## src/rtl/acsp_params.svh

```systemverilog
// Constants for the configuration serial port: frame layout, map limits, defaults.
// Assumes inclusion by bare name from the design modules.
`ifndef ACSP_PARAMS_SVH
`define ACSP_PARAMS_SVH

// Header layout, logical order after assembly
`define ACSP_HDR_LAST_BIT   4'hF
`define ACSP_HDR_RW_BIT     15
`define ACSP_HDR_LEN_HI     14
`define ACSP_HDR_LEN_LO     13
`define ACSP_HDR_DEV_HI     12
`define ACSP_HDR_DEV_LO     10
`define ACSP_HDR_REG_HI     9
`define ACSP_BYTE_LAST_BIT  4'h7
`define ACSP_LEN_STREAM     2'h3
`define ACSP_DEV_FIXED_TOP  1'b0

// Register map limits
`define ACSP_ADDR_LAST      10'h15D
`define ACSP_ADDR_RO_FIRST  10'h15A
`define ACSP_ADDR_SAT       10'h3FF
`define ACSP_REG0_ADDR      10'h000
`define ACSP_MEM_DEPTH      512

// Mode register fields (mirrored nibbles) and default
`define ACSP_REG0_DEFAULT   8'h24
`define ACSP_F_SHUTDOWN_HI  7
`define ACSP_F_LSB_HI       6
`define ACSP_F_SOFTRST_HI   5
`define ACSP_F_STANDBY_HI   4
`define ACSP_F_STANDBY_LO   3
`define ACSP_F_SOFTRST_LO   2
`define ACSP_F_LSB_LO       1
`define ACSP_F_SHUTDOWN_LO  0

// Power-on delay before the defaults load, in device clock cycles
`define ACSP_POR_DELAY      1048576

`endif

```

## src/rtl/acsp_pkg.sv

```systemverilog
// Types shared by the configuration serial port modules.
// Assumes acsp_params.svh is on the include path.
package acsp_pkg;
    typedef logic [9:0] acsp_addr_t;
    typedef logic [7:0] acsp_byte_t;
    typedef logic [8:0] acsp_mem_addr_t;

    typedef enum logic [6:0]
    {
        ST_POR  = 7'h01,
        ST_FILL = 7'h02,
        ST_IDLE = 7'h04,
        ST_HDR  = 7'h08,
        ST_WR   = 7'h10,
        ST_RD   = 7'h20,
        ST_SKIP = 7'h40
    } acsp_state_t;
endpackage

```

## src/rtl/acsp_regmem.sv

```systemverilog
// Register storage: one write port, one read port with registered data.
// Assumes a single clock; contents are undefined until the port fills them.
`include "acsp_params.svh"

module acsp_regmem
(
    // Clock and reset
    input  wire logic                     clk_sys,
    input  wire logic                     sys_rst,
    // Write port
    input  wire logic                     wr_en,
    input  wire acsp_pkg::acsp_mem_addr_t wr_addr,
    input  wire acsp_pkg::acsp_byte_t     wr_data,
    // Read port
    input  wire acsp_pkg::acsp_mem_addr_t rd_addr,
    output acsp_pkg::acsp_byte_t          rd_data
);
    import acsp_pkg::*;

    acsp_byte_t mem [`ACSP_MEM_DEPTH];

    always_ff @(posedge clk_sys)
    begin
        if (wr_en)
        begin
            mem[wr_addr] <= wr_data;
        end
    end

    always_ff @(posedge clk_sys or posedge sys_rst)
    begin
        if (sys_rst)
        begin
            rd_data <= 8'h00;
        end
        else
        begin
            rd_data <= mem[rd_addr];
        end
    end
endmodule

```

## src/rtl/acsp_port.sv

```systemverilog
// Three-wire configuration port: frame decode, register storage, mode outputs.
// Assumes pins from outside the clk_sys domain; sclk well below clk_sys / 4.
//
// Operation
// - Chip select fall, then rising edge starts
// - Chip select high: ignore, data pin undriven
// - Chip select rise ends and abandons transfer
// - Sixteen-bit header then one or more bytes
// - Header direction bit: one reads, zero writes
// - Read drives pin after header; write never
// - Length code: one, two, three, or streaming
// - Device field: zero plus two select pins
// - Ten-bit field gives first register address
// - Each data byte is one register
// - Bit order from mode register, MSb default
// - Sample on rising edge, drive on falling
// - Address increments per byte, never wraps
// - Defaults load after delay or reset pin
// - Map spans 0x00 to 0x15D, sparse
// - Last four registers read-only, writes ignored
// - Mode register mirrored nibbles, default 0x24
`include "acsp_params.svh"

module acsp_port
#(
    parameter int unsigned POR_DELAY = `ACSP_POR_DELAY
)
(
    // Clock and reset
    input  wire logic                 clk_sys,
    input  wire logic                 sys_rst,
    // Serial pins
    input  wire logic                 spi_cs_n,
    input  wire logic                 spi_sclk,
    input  wire logic                 sdio_in,
    output logic                      sdio_out,
    output logic                      sdio_oe,
    // Strap and reset pins
    input  wire logic                 addr_select_pin_hi,
    input  wire logic                 addr_select_pin_lo,
    input  wire logic                 hw_reset_n,
    // Read-only register contents, lowest address in the low byte
    input  wire logic [31:0]          ro_status,
    // Mode controls
    output logic                      cfg_shutdown,
    output logic                      cfg_standby,
    output logic                      cfg_soft_reset,
    output logic                      cfg_lsb_first,
    output logic                      cfg_ready,
    // Register write notification
    output logic                      cfg_wr_strobe,
    output acsp_pkg::acsp_addr_t      cfg_wr_addr,
    output acsp_pkg::acsp_byte_t      cfg_wr_data
);
    import acsp_pkg::*;

    function automatic acsp_addr_t addr_step(input acsp_addr_t a);
        addr_step = (a == `ACSP_ADDR_SAT) ? a : a + 10'h001;
    endfunction

    function automatic logic addr_writable(input acsp_addr_t a);
        addr_writable = (a < `ACSP_ADDR_RO_FIRST);
    endfunction

    function automatic acsp_byte_t default_of(input acsp_addr_t a);
        unique case (a)
            `ACSP_REG0_ADDR: default_of = `ACSP_REG0_DEFAULT;
            10'h001: default_of = 8'h0F;
            10'h004: default_of = 8'h9F;
            10'h007: default_of = 8'h62;
            10'h01E: default_of = 8'h80;
            10'h052: default_of = 8'h0A;
            10'h053: default_of = 8'h45;
            10'h055: default_of = 8'h48;
            10'h056: default_of = 8'h78;
            10'h057: default_of = 8'h40;
            10'h058: default_of = 8'h12;
            10'h059: default_of = 8'h41;
            10'h05A: default_of = 8'h2F;
            10'h05B, 10'h05C, 10'h05D: default_of = 8'h27;
            10'h05F: default_of = 8'hF1;
            10'h062: default_of = 8'h10;
            default: default_of = 8'h00;
        endcase
    endfunction

    ////////////////////////////////////////////////////////////////////////////
    // Pin synchronisers
    logic [1:0]  cs_sh_reg;
    logic [1:0]  sclk_sh_reg;
    logic [1:0]  sdi_sh_reg;
    logic [1:0]  hwr_sh_reg;
    logic [1:0]  adr_hi_sh_reg;
    logic [1:0]  adr_lo_sh_reg;
    logic        cs_d_reg;
    logic        sclk_d_reg;
    logic        hwr_d_reg;

    always_ff @(posedge clk_sys or posedge sys_rst)
    begin
        if (sys_rst)
        begin
            cs_sh_reg     <= 2'h3;
            sclk_sh_reg   <= 2'h0;
            sdi_sh_reg    <= 2'h0;
            hwr_sh_reg    <= 2'h3;
            adr_hi_sh_reg <= 2'h0;
            adr_lo_sh_reg <= 2'h0;
            cs_d_reg      <= 1'b1;
            sclk_d_reg    <= 1'b0;
            hwr_d_reg     <= 1'b1;
        end
        else
        begin
            cs_sh_reg     <= {cs_sh_reg[0], spi_cs_n};
            sclk_sh_reg   <= {sclk_sh_reg[0], spi_sclk};
            sdi_sh_reg    <= {sdi_sh_reg[0], sdio_in};
            hwr_sh_reg    <= {hwr_sh_reg[0], hw_reset_n};
            adr_hi_sh_reg <= {adr_hi_sh_reg[0], addr_select_pin_hi};
            adr_lo_sh_reg <= {adr_lo_sh_reg[0], addr_select_pin_lo};
            cs_d_reg      <= cs_sh_reg[1];
            sclk_d_reg    <= sclk_sh_reg[1];
            hwr_d_reg     <= hwr_sh_reg[1];
        end
    end

    wire cs_high   = cs_sh_reg[1];
    wire cs_fall   = cs_d_reg & ~cs_sh_reg[1];
    wire sclk_rise = sclk_sh_reg[1] & ~sclk_d_reg;
    wire sclk_fall = sclk_d_reg & ~sclk_sh_reg[1];
    wire sdi_bit   = sdi_sh_reg[1];
    wire hwr_rise  = hwr_sh_reg[1] & ~hwr_d_reg;

    ////////////////////////////////////////////////////////////////////////////
    // Frame state and decode
    acsp_state_t state_reg;
    acsp_state_t state_next;
    logic [20:0] por_cnt_reg;
    acsp_addr_t  fill_addr_reg;
    logic [15:0] hdr_reg;
    logic [3:0]  bitcnt_reg;
    acsp_byte_t  rx_reg;
    acsp_byte_t  tx_reg;
    logic [2:0]  tx_cnt_reg;
    acsp_addr_t  addr_reg;
    logic [1:0]  len_reg;
    logic [1:0]  bytes_reg;
    acsp_byte_t  reg0_reg;
    logic        sdo_reg;
    logic        oe_reg;
    acsp_byte_t  mem_rdata;

    wire in_data    = (state_reg == ST_WR) || (state_reg == ST_RD);
    wire in_frame   = in_data || (state_reg == ST_HDR) || (state_reg == ST_SKIP);
    wire fill_on    = (state_reg == ST_FILL);
    wire por_done   = (por_cnt_reg == 21'(POR_DELAY - 1));
    wire lsb_first  = reg0_reg[`ACSP_F_LSB_HI] | reg0_reg[`ACSP_F_LSB_LO];

    // Header uses the data bit order
    wire [15:0] hdr_next = lsb_first ? {sdi_bit, hdr_reg[15:1]} : {hdr_reg[14:0], sdi_bit};
    wire [7:0]  rx_next  = lsb_first ? {sdi_bit, rx_reg[7:1]} : {rx_reg[6:0], sdi_bit};

    // Sixteen rising edges make the header
    wire hdr_done  = (state_reg == ST_HDR) && sclk_rise && (bitcnt_reg == `ACSP_HDR_LAST_BIT);
    // Eight rising edges make one register byte
    wire byte_done = in_data && sclk_rise && (bitcnt_reg == `ACSP_BYTE_LAST_BIT);
    // Fixed top bit plus strap levels
    wire [2:0] own_dev = {`ACSP_DEV_FIXED_TOP, adr_hi_sh_reg[1], adr_lo_sh_reg[1]};
    wire hdr_match = (hdr_next[`ACSP_HDR_DEV_HI:`ACSP_HDR_DEV_LO] == own_dev);
    // Fixed lengths end after len+1 bytes
    wire last_byte = (len_reg != `ACSP_LEN_STREAM) && (bytes_reg == len_reg);

    // Frame opens on select fall, closes on rise
    always_comb
    begin
        state_next = state_reg;
        unique case (state_reg)
            ST_POR:  if (por_done) state_next = ST_FILL;
            ST_FILL: if (fill_addr_reg == `ACSP_ADDR_LAST) state_next = ST_IDLE;
            ST_IDLE: if (cs_fall) state_next = ST_HDR;
            ST_HDR:
            begin
                if (cs_high) state_next = ST_IDLE;
                // Direction bit picks read or write
                else if (hdr_done) state_next = !hdr_match ? ST_SKIP :
                                                hdr_next[`ACSP_HDR_RW_BIT] ? ST_RD : ST_WR;
            end
            ST_WR, ST_RD:
            begin
                if (cs_high) state_next = ST_IDLE;
                else if (byte_done && last_byte) state_next = ST_SKIP;
            end
            ST_SKIP: if (cs_high) state_next = ST_IDLE;
        endcase
        if (hwr_rise) state_next = ST_FILL;
    end

    always_ff @(posedge clk_sys or posedge sys_rst)
    begin
        if (sys_rst)
        begin
            state_reg   <= ST_POR;
            por_cnt_reg <= 21'h000000;
        end
        else
        begin
            state_reg   <= state_next;
            por_cnt_reg <= (state_reg == ST_POR) ? por_cnt_reg + 21'h000001 : 21'h000000;
        end
    end

    ////////////////////////////////////////////////////////////////////////////
    // Shift registers and address counter
    always_ff @(posedge clk_sys or posedge sys_rst)
    begin
        if (sys_rst)
        begin
            hdr_reg    <= 16'h0000;
            rx_reg     <= 8'h00;
            bitcnt_reg <= 4'h0;
            addr_reg   <= 10'h000;
            len_reg    <= 2'h0;
            bytes_reg  <= 2'h0;
        end
        else if (!in_frame)
        begin
            bitcnt_reg <= 4'h0;
            bytes_reg  <= 2'h0;
        end
        else if (sclk_rise)
        begin
            hdr_reg    <= hdr_next;
            rx_reg     <= rx_next;
            bitcnt_reg <= (hdr_done || byte_done) ? 4'h0 : bitcnt_reg + 4'h1;
            if (hdr_done)
            begin
                addr_reg <= hdr_next[`ACSP_HDR_REG_HI:0];
                len_reg  <= hdr_next[`ACSP_HDR_LEN_HI:`ACSP_HDR_LEN_LO];
            end
            if (byte_done)
            begin
                // Step address, saturate instead of wrapping
                addr_reg  <= addr_step(addr_reg);
                bytes_reg <= bytes_reg + 2'h1;
            end
        end
    end

    ////////////////////////////////////////////////////////////////////////////
    // Register storage and write path
    // Read-only tail rejects writes
    wire        wr_hit    = (state_reg == ST_WR) && byte_done && addr_writable(addr_reg);
    wire        mem_we    = fill_on || wr_hit;
    wire [9:0]  mem_waddr = fill_on ? fill_addr_reg : addr_reg;
    wire [7:0]  mem_wdata = fill_on ? default_of(fill_addr_reg) : rx_next;
    // Addresses past the map read zero
    wire        ro_hit    = !addr_writable(addr_reg) && (addr_reg <= `ACSP_ADDR_LAST);
    wire [1:0]  ro_sel    = 2'(addr_reg - `ACSP_ADDR_RO_FIRST);
    wire [7:0]  ro_byte   = ro_status[{ro_sel, 3'h0} +: 8];
    wire [7:0]  rd_word   = ro_hit ? ro_byte : (addr_reg <= `ACSP_ADDR_LAST) ? mem_rdata : 8'h00;

    acsp_regmem u_regmem
    (
        .clk_sys (clk_sys),
        .sys_rst (sys_rst),
        .wr_en   (mem_we),
        .wr_addr (mem_waddr[8:0]),
        .wr_data (mem_wdata),
        .rd_addr (addr_reg[8:0]),
        .rd_data (mem_rdata)
    );

    // Fill walks the whole map with defaults
    always_ff @(posedge clk_sys or posedge sys_rst)
    begin
        if (sys_rst)
        begin
            fill_addr_reg <= 10'h000;
            reg0_reg      <= `ACSP_REG0_DEFAULT;
            cfg_wr_strobe <= 1'b0;
            cfg_wr_addr   <= 10'h000;
            cfg_wr_data   <= 8'h00;
        end
        else
        begin
            fill_addr_reg <= fill_on ? addr_step(fill_addr_reg) : 10'h000;
            if (mem_we && (mem_waddr == `ACSP_REG0_ADDR))
            begin
                reg0_reg <= mem_wdata;
            end
            cfg_wr_strobe <= wr_hit;
            cfg_wr_addr   <= wr_hit ? addr_reg : cfg_wr_addr;
            cfg_wr_data   <= wr_hit ? rx_next : cfg_wr_data;
        end
    end

    ////////////////////////////////////////////////////////////////////////////
    // Read output path
    wire [7:0] tx_src = (tx_cnt_reg == 3'h0) ? rd_word : tx_reg;

    // Output bits change on falling edges only
    always_ff @(posedge clk_sys or posedge sys_rst)
    begin
        if (sys_rst)
        begin
            tx_reg     <= 8'h00;
            tx_cnt_reg <= 3'h0;
            sdo_reg    <= 1'b0;
        end
        else if (state_reg != ST_RD)
        begin
            tx_cnt_reg <= 3'h0;
        end
        else if (sclk_fall)
        begin
            sdo_reg    <= lsb_first ? tx_src[0] : tx_src[7];
            tx_reg     <= lsb_first ? {1'b0, tx_src[7:1]} : {tx_src[6:0], 1'b0};
            tx_cnt_reg <= tx_cnt_reg + 3'h1;
        end
    end

    // Pin turns around on first fall after header
    always_ff @(posedge clk_sys or posedge sys_rst)
    begin
        if (sys_rst)
        begin
            oe_reg <= 1'b0;
        end
        else
        begin
            oe_reg <= (state_next == ST_RD) && (oe_reg || sclk_fall);
        end
    end

    assign sdio_out       = sdo_reg;
    assign sdio_oe        = oe_reg;
    assign cfg_lsb_first  = lsb_first;
    assign cfg_shutdown   = reg0_reg[`ACSP_F_SHUTDOWN_HI] | reg0_reg[`ACSP_F_SHUTDOWN_LO];
    assign cfg_standby    = reg0_reg[`ACSP_F_STANDBY_HI] | reg0_reg[`ACSP_F_STANDBY_LO];
    assign cfg_soft_reset = ~reg0_reg[`ACSP_F_SOFTRST_HI] | ~reg0_reg[`ACSP_F_SOFTRST_LO];
    assign cfg_ready      = (state_reg != ST_POR) && !fill_on;
endmodule

```

## config.mk

```make
export PLATFORM = sky130hd
export DESIGN_NAME = acsp_port
export DESIGN_NICKNAME = d
export VERILOG_FILES = /design/src/rtl/acsp_pkg.sv /design/src/rtl/acsp_regmem.sv /design/src/rtl/acsp_port.sv
export VERILOG_INCLUDE_DIRS = /design/src /design/src/rtl
export SDC_FILE = /design/constraint.sdc
export NUM_CORES = 2
export LEC_CHECK = 0
export BUFFER_PORTS_ARGS = -buffer_cell sky130_fd_sc_hd__buf_4
export CORE_UTILIZATION = 55
export CTS_BUF_LIST = sky130_fd_sc_hd__clkbuf_2 sky130_fd_sc_hd__clkbuf_4 sky130_fd_sc_hd__clkbuf_8
export DETAILED_ROUTE_END_ITERATION = 8
export PLACE_DENSITY_LB_ADDON = 0.3
export SETUP_SLACK_MARGIN = 0.2
export SLEW_MARGIN = 20
export SYNTH_ARGS = -nofsm -noshare
export SYNTH_HDL_FRONTEND = slang
export SYNTH_SLANG_ARGS = --single-unit
```

## constraint.sdc

```tcl
create_clock -name clk_sys -period 19.3 [get_ports clk_sys]
set_input_delay 2.895 -clock clk_sys [delete_from_list [all_inputs] [get_ports clk_sys]]
set_output_delay 2.895 -clock clk_sys [all_outputs]
set_load 0.005 [all_outputs]
```

# Word-level counts from Yosys, hierarchy flattened

Memories as Yosys holds them, arrays and structs flattened. A register that Yosys moved wholly into a read port is not among the register bits.
Cells that the tools add are included.

Flip-flop bits (word level): 135
Bits in writable memories: 4,096
Bits of input ports: 40
Logic and storage cells: 162
Memories kept: 1

Memory list:

| memory       | words | width | rd ports | clocked after Yosys merged registers in | write ports | RTL line          | text |
|---|---|---|---|---|---|---|---|
| u_regmem.mem | 512   | 8     | 1        | 1                                       | 1           | acsp_regmem.sv:20 | `` acsp_byte_t mem [`ACSP_MEM_DEPTH]; `` |

$add $sub $neg: 7
Order comparisons: 2
Equality and inequality tests: 40
Shifts and indexed selects: 1
Mux-type cells: 38
Bitwise operators: 15
Reduce and logical (&&, ||, !) cells: 32

Operator list:

| cell                                                            | number |
|---|---|
| equality test 10 x 7 -> 1 bit, second input constant            | 13 |
| one-hot mux 8 bit (16 select lines)                             | 1 |
| 2-to-1 mux 7 bit                                                | 10 |
| 2-to-1 mux 10 bit                                               | 6 |
| 2-to-1 mux 8 bit                                                | 6 |
| one-hot mux 7 bit (6 select lines)                              | 1 |
| indexed part select 32 x 6 -> 8 bit                             | 1 |
| adder 21 x 1 -> 21 bit, second input constant                   | 1 |
| equality test 21 x 20 -> 1 bit, second input constant           | 1 |
| 2-to-1 mux 21 bit                                               | 1 |
| adder 10 x 1 -> 10 bit, second input constant                   | 2 |
| equality test 10 bit, second input constant                     | 2 |
| equality test 10 x 3 -> 1 bit, second input constant            | 2 |
| zero test 10 bit                                                | 2 |
| 2-to-1 mux 16 bit                                               | 1 |
| equality test 7 x 6 -> 1 bit, second input constant             | 2 |
| logical AND 1 bit                                               | 12 |
| 2-to-1 mux 4 bit                                                | 3 |
| equality test 10 x 1 -> 1 bit, second input constant            | 1 |
| equality test 10 x 5 -> 1 bit, second input constant            | 1 |
| equality test 10 x 9 -> 1 bit, second input constant            | 1 |
| less-or-equal comparator 10 x 9 -> 1 bit, second input constant | 1 |
| < comparator 10 x 9 -> 1 bit, second input constant             | 1 |
| inequality test 2 bit, second input constant                    | 4 |
| other kinds (33)                                                | 59 |

# Depth between registers and ports, before layout

Word-level depth: 11
Depth in mapped cells: 15
Depth with buffers taken out: 9

# Hierarchy

Synthesis repeated with hierarchy kept, for this count alone.

Cell total of the unflattened synthesis: 8,804
Area, all modules: 167,836.0 µm²

Modules (own cells, without submodules):

| module      | times used | cells each | area each (µm²) | sequential area each (µm²) |
|---|---|---|---|---|
| acsp_regmem | 1          | 8,001      | 160,395.1       | 123,198.2 |
| acsp_port   | 1          | 803        | 7,440.9         | 3,389.5 |

# Worst setup path after synthesis

No wires, ideal clock.

Kind: reg2reg
From: register state_reg[5]
To: memory u_regmem.mem[0][5] (netlist name) (data pin)
Data arrival time: 16,403 ps
Data required time: 16,245 ps
Path slack: -158 ps
Cell stages (with the launch flop): 8
Path buffers: 4
Cells stage by stage: dfrtp_1 > or4_1 > buf_2 > or4b_4 > buf_6 > buf_1 > clkbuf_1 > a22oi_1

Word-level cells in the longest chain between the ends: 2

RTL lines:

| what                         | RTL line          | text |
|---|---|---|
| start: declaration           | acsp_port.sv:136  | `acsp_state_t state_reg;` |
| start signal: assignment     | acsp_port.sv:207  | `state_reg <= state_next;` |
| equality test 7 x 2 -> 1 bit | acsp_port.sv:155  | `wire fill_on = (state_reg == ST_FILL);` |
| 2-to-1 mux 8 bit             | acsp_port.sv:255  | `wire [7:0] mem_wdata = fill_on ? default_of(fill_addr_reg) : rx_next;` |
| via mem_wdata[5]             | acsp_port.sv:255  |  |
| end: declaration             | acsp_regmem.sv:20 |  |

The timed path passes the listed nets, and every way through them passes these cells.

==> run metrics <==
core region area=roughly 300000 um^2; setup_tns=0 ns; iteration-0 DRC count of the detailed router=roughly 13000; Leak=about 0.057 uW; Reg area=127000 um^2; die width=551 um; WP data arrival=~8.4 ns; Setup CP Type=register to register; starting density of the core=around 55%; Mapped Cells=8108; sequential element share of the synthesized area=76.4%; routability cong.=roughly 0.88; fraction of registers with async set/reset=under 10%; reg2reg end=u_regmem.rd_data[1]; area leader, netlist=edfxtp_1; Mapped Area=between 150000 and 200000 um^2; fin crit period=~7.2 ns; Post-Route WL=456000 um; fin nets=approximately 8600; CP Launch Type=register; setup slack, reg-to-reg=between 10 and 15 ns; yosys warns=0; largest net degree at the start of global routing=231; Post-CTS Repair Setup Buffers=0; PwrDens=between 100 and 150 nW/um^2; Max Transition Viols Final=0; post-synth top area share=about 74%; clk buf depth=4; clock sink count=around 4200; first drt pass iteration count=9; CP endpoint kind=register; Relative slew margins=16.3%; failing checks=design-rule violations; worst hold margin=approximately 0.36 ns; Fill cells=between 20000 and 25000; pre-CTS WS=~12 ns; synth unique cells=just over 80; DR DRC count=4; layout cells sized above 1=between 20% and 30%; cts hold-fix bufs=0; Total GRT Usage=between 30% and 40%; total CTS buffers=653; DRT antenna net count=0; CTS Root Cell=clkbuf_8; clock latency on the worst-skew pair=around 1.2 ns; cell area after layout=about 180000 um^2; r2r worst-path depth=13; crit path from=addr_reg[0]; final total power=19900 uW; PortBufs=65; Synth top cells by count=edfxtp_1, mux4_2, nor2_1; Tcrit/Tclk final=roughly 37%; max reg flops=between 4000 and 5000; FP Rows=201; Hold Crit Class=register to register; H-tree depth=6; top cells by area, synth=edfxtp_1, mux4_2, dfrtp_1; mean number of vias per cell=6.77; crit-path max FO=39; Post-Syn Area per Cell=between 20 and 25 um^2; max-cap violation count=0; Vias=88032; wire length per cell=35.1 um; last element of the critical path=u_regmem.rd_data[1]; Top FF cell, synth=edfxtp_1; Final Hold Viols=0; final worst slack=around 12 ns; clock slew at reported path FFs=0.06 ns; hold path start=hwr_sh_reg[0]; CTS tree=done; first-pass GRT wire length=~640000 um; Boundary Pins=66; top-count cell post-synth=edfxtp_1; Post-DP Area=171000 um^2; CP Data Required Time=roughly 20 ns; unrepaired setup endpoints after global routing=no; die area=about 300000 um^2; global route overflow=0; post-DP HPWL=roughly 270000 um; multi-input logic area=37100 um^2; flops & latches, synth=4239; R2R Path Start=addr_reg[0]; post-synth net total=8159; Worst VDD drop=96.8 uV; Die Y=~550 um; synthesis-to-finish area growth=11.0%; achievable frequency=about 0.14 GHz; vias in the first global route=85779; Gates resized, CTS repair=0; worst slew pin tran=1.25 ns; Final Skew=about 0.09 ns; EDFF count, synth=4096; initial antenna violation count=36; Final setup viols=0; status=finished, violations left
-- worst min path at each step --
| stage | depth (start not counted) | to | slack, ns |
|---|---|---|---|
| 6_report | 0 | hwr_sh_reg[1] | 0.36 |
| 5_1_grt | 0 | adr_hi_sh_reg[1] | 0.36 |
| 4_1_cts | 0 | hwr_sh_reg[1] | 0.36 |
| 3_5_place_dp | 0 | adr_hi_sh_reg[1] | 0.34 |
| 3_3_place_gp | 0 | sclk_sh_reg[1] | 0.34 |
| 2_1_floorplan | 0 | adr_hi_sh_reg[1] | 0.33 |
-- area by class of cell --
type,count,area share (%)
multi-input combinational,3332,20.2
timing repair buffer,261,1.22
clock inverter,262,1.04
tap,3958,2.69
antenna,33,0.0449
sequential,4239,68.9
clock buffer,883,5.85
inverter,27,0.0620
-- power breakdown --
part / leakage, uW / switching [uW] / internal [uW]
logic: 0.0108 / 1410 / 193
registers: 0.0397 / 54.3 / 10900
clock network: 0.00672 / 3530 / 3830
total: 0.0572 / 4990 / 14900
-- layout by cell type, fill, tap and decap left out, types with 43 or more instances in the layout --
cell type / Yosys / routed
edfxtp_1: 4096 / 4096
mux4_2: 1001 / 1001
clkbuf_8: 0 / 659
nor2_1: 629 / 622
mux2i_1: 301 / 301
nand2_1: 307 / 291
buf_4: 23 / 237
clkbuf_4: 0 / 224
clkinv_1: 0 / 135
a21oi_1: 142 / 135
o21ai_0: 130 / 126
dfrtp_1: 134 / 125
a22oi_1: 122 / 121
o22ai_1: 73 / 73
clkinv_2: 0 / 58
nand3_1: 52 / 51
nor3_1: 46 / 45
a211oi_1: 44 / 43
-- stage by stage --
stage / utilization, % / cells
floorplan: - / 8108
detailed placement: 57.0 / 11814
global placement: 57.0 / 11812
global route: 61.3 / 12963
finish: 61.3 / 12995
CTS: 61.2 / 12959
-- layer usage --
metal | routed length (um) | track usage [%] | vias up
met2 | 208000 | 45.0 | 6729
met5 | 150 | 0 | -
met3 | 61000 | 8.33 | 1143
li1 | - | - | 34420
met1 | 165000 | 41.6 | 45718
met4 | 21400 | 13.5 | 22
-- critical path: stages (launching register included) --
cell and delay (ns):
dfrtp_4 0.71, buf_4 0.60, buf_4 0.66, buf_4 0.68, buf_4 0.76, buf_4 0.62
buf_4 0.72, mux4_2 0.60, mux4_2 0.49, a21oi_1 0.16, o21ai_0 0.29, nor3_1 0.27
a31oi_1 0.08, o32a_1 0.30
-- cell families (layout without fill, tap and decap cells) --
logic type                 Yosys count  count (layout)  synth area share, %
AOI/OAI and AO/OA                  741             741                 3.05
xor gates and xnor gates            32              32                0.169
adders and majority gates           11              11               0.0831
buffers and inverters              537            1433                 1.38
DFF                               4239            4239                 76.4
muxes                             1346            1346                 15.7
other                                0              33                    0
and+or+nand+nor                   1202            1202                 3.14
Power figures use the tool's default switching activity.
